<file path="src/rtl/qep_pkg.sv">
// Package: widths, field positions, reset values and counts for the quadrature encoder block
package qep_pkg;
	localparam int QEP_POS_W = 32;
	localparam int QEP_VEL_W = 32;
	localparam int QEP_DIV_W = 3;
	localparam int QEP_INT_N = 4;
	// Interrupt status bit positions
	localparam int QEP_INT_ERR = 0;
	localparam int QEP_INT_DIR = 1;
	localparam int QEP_INT_TMR = 2;
	localparam int QEP_INT_IDX = 3;
	// Predivider codes: 0 is divide by one, 7 divide by 128
	localparam logic [QEP_DIV_W-1:0] QEP_DIV_BY_ONE = 3'h0;
	localparam logic [QEP_DIV_W-1:0] QEP_DIV_BY_MAX = 3'h7;
	localparam int QEP_PREDIV_W = 7;
	// Reset values
	localparam logic [QEP_POS_W-1:0] QEP_POS_RST = 32'h0000_0000;
	localparam logic [QEP_VEL_W-1:0] QEP_VEL_RST = 32'h0000_0000;
	localparam logic [QEP_INT_N-1:0] QEP_INT_RST = 4'h0;
	localparam logic [QEP_PREDIV_W-1:0] QEP_PREDIV_RST = 7'h00;
	localparam logic QEP_DIR_FWD = 1'b0;
	localparam logic QEP_DIR_REV = 1'b1;
endpackage

</file>
<file path="src/rtl/qep_pulse_if.sv">
// Interface: counted pulse stream from the decoder to the velocity path
`timescale 1ns/1ps
interface qep_pulse_if;
	logic step;
	logic dir_rev;
	modport src (output step, output dir_rev);
	modport snk (input step, input dir_rev);
endinterface

</file>
<file path="src/rtl/qep_encoder.sv">
// Top: quadrature decoder, position counter, interrupt status, velocity capture
`timescale 1ns/1ps
module qep_encoder
	import qep_pkg::*;
(
	input wire logic core_clk_i,
	input wire logic nrst_i,
	input wire logic ce_i,
	input wire logic enable_i,
	input wire logic phase_a_input_i,
	input wire logic phase_b_input_i,
	input wire logic index_i,
	input wire logic count_both_phases_i,
	input wire logic reset_on_index_mode_i,
	input wire logic clock_direction_input_mode_i,
	input wire logic phase_swap_select_i,
	input wire logic [QEP_POS_W-1:0] position_upper_bound_i,
	input wire logic position_load_i,
	input wire logic [QEP_POS_W-1:0] position_preload_value_i,
	input wire logic velocity_enable_set_i,
	input wire logic velocity_disable_set_i,
	input wire logic [QEP_DIV_W-1:0] velocity_predivide_select_i,
	input wire logic [QEP_VEL_W-1:0] velocity_window_ticks_i,
	input wire logic [QEP_INT_N-1:0] int_enable_set_i,
	input wire logic [QEP_INT_N-1:0] int_enable_clear_i,
	input wire logic [QEP_INT_N-1:0] int_clear_i,
	input wire logic masked_view_select_i,
	output logic [QEP_POS_W-1:0] position_o,
	output logic [QEP_VEL_W-1:0] velocity_o,
	output logic direction_rev_o,
	output logic error_o,
	output logic index_seen_o,
	output logic velocity_enabled_o,
	output logic [QEP_INT_N-1:0] int_status_o,
	output logic [QEP_INT_N-1:0] int_mask_o,
	output logic irq_o
);
	typedef struct packed {
		logic a;
		logic b;
		logic idx;
		logic [QEP_POS_W-1:0] pos;
		logic dir;
		logic err;
		logic idx_seen;
		logic vel_en;
		logic [QEP_INT_N-1:0] raw;
		logic [QEP_INT_N-1:0] mask;
	} qep_top_st_t;

	qep_top_st_t st_q;
	qep_top_st_t st_d;
	qep_pulse_if pulse_if ();
	logic [QEP_VEL_W-1:0] vel_val;
	logic win_done;
	logic ina;
	logic inb;
	logic ch_a;
	logic ch_b;
	logic step;
	logic rev;
	logic phase_err;
	logic idx_rise;
	logic [QEP_INT_N-1:0] ev;

	// ************************************************************
	// Decoder
	// ************************************************************
	always_comb begin
		ina = phase_swap_select_i ? phase_b_input_i : phase_a_input_i;
		inb = phase_swap_select_i ? phase_a_input_i : phase_b_input_i;
		ch_a = ina ^ st_q.a;
		ch_b = inb ^ st_q.b;
		step = 1'b0;
		rev = st_q.dir;
		phase_err = 1'b0;
		if (clock_direction_input_mode_i) begin
			// Clock on A, direction level on B
			step = ina & ~st_q.a;
			rev = inb;
		end else if (ch_a && ch_b) begin
			phase_err = 1'b1;
		end else if (ch_a) begin
			step = 1'b1;
			rev = ~(ina ^ inb);
		end else if (ch_b && count_both_phases_i) begin
			step = 1'b1;
			rev = ina ^ inb;
		end
		if (!enable_i) begin
			step = 1'b0;
			phase_err = 1'b0;
		end
		idx_rise = enable_i & index_i & ~st_q.idx;
	end

	assign pulse_if.step = step;
	assign pulse_if.dir_rev = rev;

	// ************************************************************
	// Position, direction and status
	// ************************************************************
	always_comb begin
		st_d = st_q;
		st_d.a = ina;
		st_d.b = inb;
		st_d.idx = index_i;
		ev = '0;
		if (step) begin
			st_d.dir = rev;
			ev[QEP_INT_DIR] = (rev != st_q.dir);
			if (rev) begin
				st_d.pos = (st_q.pos == '0) ? position_upper_bound_i : st_q.pos - 32'h1;
			end else begin
				st_d.pos = (st_q.pos >= position_upper_bound_i) ? '0 : st_q.pos + 32'h1;
			end
		end
		if (idx_rise) begin
			ev[QEP_INT_IDX] = 1'b1;
			st_d.idx_seen = 1'b1;
			if (reset_on_index_mode_i) begin
				st_d.pos = st_d.dir ? position_upper_bound_i : '0;
			end
		end
		if (position_load_i) begin
			st_d.pos = position_preload_value_i;
		end
		if (phase_err) begin
			st_d.err = 1'b1;
			ev[QEP_INT_ERR] = 1'b1;
		end
		ev[QEP_INT_TMR] = win_done;
		// Later write wins, so a simultaneous disable stops capture
		if (velocity_enable_set_i) begin
			st_d.vel_en = 1'b1;
		end
		if (velocity_disable_set_i) begin
			st_d.vel_en = 1'b0;
		end
		st_d.mask = (st_q.mask | int_enable_set_i) & ~int_enable_clear_i;
		// Set wins over clear so no event is lost
		st_d.raw = (st_q.raw & ~int_clear_i) | ev;
	end

	always_ff @(posedge core_clk_i) begin
		if (!nrst_i) begin
			st_q <= '0;
		end else if (ce_i) begin
			st_q <= st_d;
		end
	end

	// ************************************************************
	// Velocity capture
	// ************************************************************
	qep_velocity u_vel (
		.core_clk_i(core_clk_i),
		.nrst_i(nrst_i),
		.ce_i(ce_i),
		.velocity_enable_i(st_q.vel_en),
		.velocity_predivide_select_i(velocity_predivide_select_i),
		.velocity_window_ticks_i(velocity_window_ticks_i),
		.pulse(pulse_if.snk),
		.velocity_o(vel_val),
		.window_done_o(win_done)
	);

	assign position_o = st_q.pos;
	assign velocity_o = vel_val;
	assign direction_rev_o = st_q.dir;
	assign error_o = st_q.err;
	assign index_seen_o = st_q.idx_seen;
	assign velocity_enabled_o = st_q.vel_en;
	assign int_mask_o = st_q.mask;
	assign int_status_o = masked_view_select_i ? (st_q.raw & st_q.mask) : st_q.raw;
	assign irq_o = |(st_q.raw & st_q.mask);
endmodule // qep_encoder

</file>
<file path="src/rtl/qep_velocity.sv">
// Velocity capture: predivider, tick window accumulator, result latch
`timescale 1ns/1ps
module qep_velocity
	import qep_pkg::*;
(
	input wire logic core_clk_i,
	input wire logic nrst_i,
	input wire logic ce_i,
	input wire logic velocity_enable_i,
	input wire logic [QEP_DIV_W-1:0] velocity_predivide_select_i,
	input wire logic [QEP_VEL_W-1:0] velocity_window_ticks_i,
	qep_pulse_if.snk pulse,
	output logic [QEP_VEL_W-1:0] velocity_o,
	output logic window_done_o
);
	typedef struct packed {
		logic [QEP_PREDIV_W-1:0] div;
		logic [QEP_VEL_W-1:0] timer;
		logic [QEP_VEL_W-1:0] acc;
		logic [QEP_VEL_W-1:0] vel;
		logic done;
	} qep_vel_st_t;

	qep_vel_st_t st_q;
	qep_vel_st_t st_d;
	logic div_pulse;
	logic [QEP_PREDIV_W-1:0] div_top;

	always_comb begin
		st_d = st_q;
		st_d.done = 1'b0;
		// Mask 2^n - 1 marks the wrap point of the predivider
		div_top = QEP_PREDIV_W'((8'h01 << velocity_predivide_select_i) - 8'h01);
		div_pulse = 1'b0;
		if (!velocity_enable_i) begin
			// Disabled: window restarts cleanly when capture comes back on
			st_d.div = QEP_PREDIV_RST;
			st_d.timer = QEP_VEL_RST;
			st_d.acc = QEP_VEL_RST;
		end else begin
			if (pulse.step) begin
				if (st_q.div >= div_top) begin
					st_d.div = QEP_PREDIV_RST;
					div_pulse = 1'b1;
				end else begin
					st_d.div = st_q.div + 7'h01;
				end
			end
			// A zero window count is illegal; it behaves as one tick
			if (st_q.timer + 32'h1 >= velocity_window_ticks_i) begin
				st_d.timer = QEP_VEL_RST;
				st_d.vel = st_q.acc + {31'h0, div_pulse};
				st_d.acc = QEP_VEL_RST;
				st_d.done = 1'b1;
			end else begin
				st_d.timer = st_q.timer + 32'h1;
				st_d.acc = st_q.acc + {31'h0, div_pulse};
			end
		end
	end

	always_ff @(posedge core_clk_i) begin
		if (!nrst_i) begin
			st_q <= '0;
		end else if (ce_i) begin
			st_q <= st_d;
		end
	end

	assign velocity_o = st_q.vel;
	assign window_done_o = st_q.done;
endmodule // qep_velocity

</file>
<file path="config.mk">
export PLATFORM = sky130hd
export DESIGN_NAME = qep_encoder
export DESIGN_NICKNAME = d
export VERILOG_FILES = /design/src/rtl/qep_pkg.sv /design/src/rtl/qep_pulse_if.sv /design/src/rtl/qep_encoder.sv /design/src/rtl/qep_velocity.sv
export SDC_FILE = /design/constraint.sdc
export NUM_CORES = 1
export LEC_CHECK = 0
export BUFFER_PORTS_ARGS = -buffer_cell sky130_fd_sc_hd__buf_2
export CORE_MARGIN = 2
export CORE_UTILIZATION = 30
export DETAILED_ROUTE_END_ITERATION = 8
export PLACE_DENSITY = 0.56
export SLEW_MARGIN = 10
export SYNTH_ARGS = -nofsm -noshare
export SYNTH_HDL_FRONTEND = slang
export SYNTH_SLANG_ARGS = --single-unit
</file>
<file path="constraint.sdc">
create_clock -name core_clk_i -period 5.6 [get_ports core_clk_i]
set_input_delay 1.12 -clock core_clk_i [delete_from_list [all_inputs] [get_ports core_clk_i]]
set_output_delay 1.12 -clock core_clk_i [all_outputs]
set_load 0.01 [all_outputs]
</file>
==> results.json <==
{
  "instances_no_fill": 2261,
  "hold_ws_ns": 0.467,
  "clkTransAtPathRegs_ns": 0.07,
  "start_kind": "register",
  "reg2reg_from": "u_vel.st_q[71]$_SDFFE_PN0P_",
  "slew_headroom_pct": 18.6,
  "setup_tns_ns": 0,
  "rsz0062_at_grt": "no",
  "async_flop_share_pct": 0,
  "area_growth_pct": 11.7,
  "vias": 12600,
  "antenna_found_initial": 0,
  "fin_crit_ns": 5.01,
  "routed_wl_um": 42500,
  "clock-sinks": 151,
  "numCtsBuffers": 17,
  "synth_seq_area_share_pct": 24.6,
  "port_buffers": 202,
  "synth_top_family_by_area": "compound AO/OA/AOI/OAI gates",
  "synth_compound_area_share_pct": 25.5,
  "path_class": "reg2reg",
  "tightest_slew_ns": 1.22,
  "power.density_nw_per_um2": 212,
  "min_from": "u_vel.velocity_o[1]$_SDFFE_PN0P_",
  "synth-seq-cells": 151,
  "setup_violations": 0,
  "synthSimpleGateAreaFrac_pct": 23.7,
  "slowest_stage": "dfxtp_1",
  "viasPerCell": 5.57,
  "first_global_vias": 11700,
  "ys.warnings.count": 0,
  "fill_cells": 4307,
  "gp_congestion": 0.917,
  "cts_htree_levels": 4,
  "drc": 0,
  "diodes": 0,
  "grt_usage_pct": 19.8,
  "postCtsSetupBuffers": 0,
  "muxShareOfSynthArea_pct": 0.874,
  "dr.first_iter.drc_count": 1146,
  "syn_avg_cell_area_um2": 7.41,
  "drtAntennaViolNets": 0,
  "cts_hold_buf": 0,
  "arrival_ns": 5.38,
  "worstPathMaxFanout": 54,
  "drive_above_1_share_pct": 16.4,
  "start_util_pct": 30.3,
  "syn_nets": 1867,
  "synth_cell_types": 75,
  "finalNetCount": 1922,
  "row_count": 74,
  "ys.flop_type": "dfxtp_1",
  "vdd_drop_max_mv": 0.216,
  "ctsResizeCount": 0,
  "die_area_um2": 42700,
  "fmax_mhz": 199,
  "clock_tree.buffer_depth": 2,
  "status": "finished, final reports clean",
  "required_ns": 5.97,
  "num_io_pins": 203,
  "synth_edf_count": 0,
  "cp_cell_sequence": "and3_1 -> nand4_1 -> or2_2 -> nor3_1 -> nand3_1 -> nor2_1 -> xor2_1 -> ha_1 -> a21o_1 -> a21oi_1 -> o21ai_0 -> a221o_1 -> a21oi_1 -> o211ai_1 -> buf_4 -> or2_2 -> o31ai_1",
  "core_area_um2": 40600,
  "maxCapViolCount": 0,
  "die_width_um": 207,
  "wl_per_cell_um": 18.8,
  "finClkSkew_ns": 0.0136,
  "grt_max_degree": 99,
  "placedCellCount": 2230,
  "cp_slowest_stage_delay_ns": 0.46,
  "cts_tree": "yes",
  "grt_pass1_wl_um": 66100,
  "yosys.area_share.adder_pct": 8.03,
  "grt_overflow": 0,
  "die-height_um": 207,
  "final_hold_viol_count": 0,
  "holdCritPathClass": "reg2reg",
  "clk_latency_ns": 0.45,
  "power_mw": 2.91,
  "syn_inst": 1662,
  "dr.pass1.iters": 5,
  "slew_violations": 0,
  "crit_path_start": "u_vel.st_q[71]$_SDFFE_PN0P_",
  "mappedNetlistArea_um2": 12300,
  "place_hpwl_um": 29900,
  "post-route-period-util_pct": 89.5,
  "p_leak_nw": 5.73,
  "cts_root_buffer": "clkbuf_16",
  "cp-end-kind": "register",
  "synthXorXnorAreaFrac_pct": 5.90
}
==> cells in the final DEF (no fill, tap or decap), types with 43 or more instances in the layout <==
master / instances
a211oi_1: 43
a21oi_1: 111
buf_2: 201
dfxtp_1: 151
ha_1: 79
inv_1: 111
nand2_1: 164
nand3_1: 50
nor2_1: 117
nor3_1: 53
o21ai_0: 71
xnor2_1: 62
==> per-layer routing <==
metal | track usage [%] | routed length (um) | vias to the layer above
li1 | - | - | 6075
met1 | 28.1 | 20400 | 5973
met2 | 30.0 | 18100 | 473
met3 | 3.16 | 2780 | 64
met4 | 7.55 | 1160 | 0
met5 | 0 | 0 | -
==> path summary, 6_finish.rpt <==
check / to / slack [ns] / depth (start not counted)
max: u_vel.st_q[46]$_SDFFE_PN0P_ / 0.59 / 17
max reg2reg: u_vel.st_q[46]$_SDFFE_PN0P_ / 0.59 / 17
min: u_vel.velocity_o[1]$_SDFFE_PN0P_ / 0.47 / 2
min reg2reg: u_vel.velocity_o[1]$_SDFFE_PN0P_ / 0.47 / 2
==> synthesized netlist by cell type, drive strengths merged, types with 11 or more instances <==
cell type | instances | share of area [%]
nor4 | 25 | 1.4
o221ai | 13 | 0.92
nand2 | 166 | 5.1
clkbuf | 89 | 2.7
dfxtp | 151 | 25
a221o | 32 | 2.6
a21o | 27 | 1.7
a211oi | 43 | 2.6
nor2 | 121 | 3.7
buf | 96 | 5.3
a21oi | 112 | 4.6
o22ai | 23 | 1.2
nand3 | 51 | 2.1
a22oi | 11 | 0.67
and4 | 14 | 1.0
inv | 112 | 3.4
nor3 | 54 | 2.2
nor2b | 15 | 0.76
nand4 | 32 | 1.6
ha | 79 | 8.0
or2 | 12 | 0.61
o21ai | 76 | 3.1
xor2 | 21 | 1.5
o31ai | 29 | 1.8
and2 | 28 | 1.4
nand2b | 11 | 0.56
and3 | 21 | 1.1
xnor2 | 62 | 4.4
==> metrics by stage <==
stage	cell area [um2]	util [%]	setup WS [ns]
2_1_floorplan	12300	-	0.208
3_3_place_gp	13200	32.5	0.481
4_1_cts	13700	33.8	0.618
5_1_grt	13700	33.8	0.177
6_report	13700	33.8	0.587
3_5_place_dp	13200	32.5	0.322
==> power by group <==
part / total [mW] / switching, mW / internal, mW
combinational: 0.597 / 0.380 / 0.217
clock: 1.15 / 0.533 / 0.615
sequential: 1.17 / 0.0710 / 1.10
==> area by class of cell <==
cell class                      count  area, um2  share of cell area [%]
Timing Repair Buffer              221       1170                    8.50
Clock buffer                       18        429                    3.12
Tap cell                          532        666                    4.84
Inverter                          112        422                    3.07
Sequential cell                   151       3020                    22.0
Clock inverter                     13        125                   0.910
Multi-Input combinational cell   1214       7920                    57.6
==> worst max-delay path, delay by kind of cell (launching register included) <==
kind                     cells  cell delay, ns
flip-flops                   1            0.46
AND/OR/NAND/NOR              7            2.19
AO/OA/AOI/OAI                7            1.36
buffers and inverters        1            0.36
XOR/XNOR                     1            0.25
adder cells (fa/ha/maj)      1            0.30
==> sequential cells by signal, indices dropped and copies added, names as in the netlist <==
name and flops:
u_vel.st_q 71, position_o 32, u_vel.velocity_o 32, st_q 7
int_mask_o 4, direction_rev_o 1, error_o 1, index_seen_o 1
u_vel.window_done_o 1, velocity_enabled_o 1
==> cell families after synthesis <==
group,after synthesis
buffers and inverters,297
AOI/OAI and AO/OA,460
and+or+nand+nor,582
muxes,10
adders and majority gates,79
xor gates and xnor gates,83
DFF,151
Power figures use the tool's default switching activity.
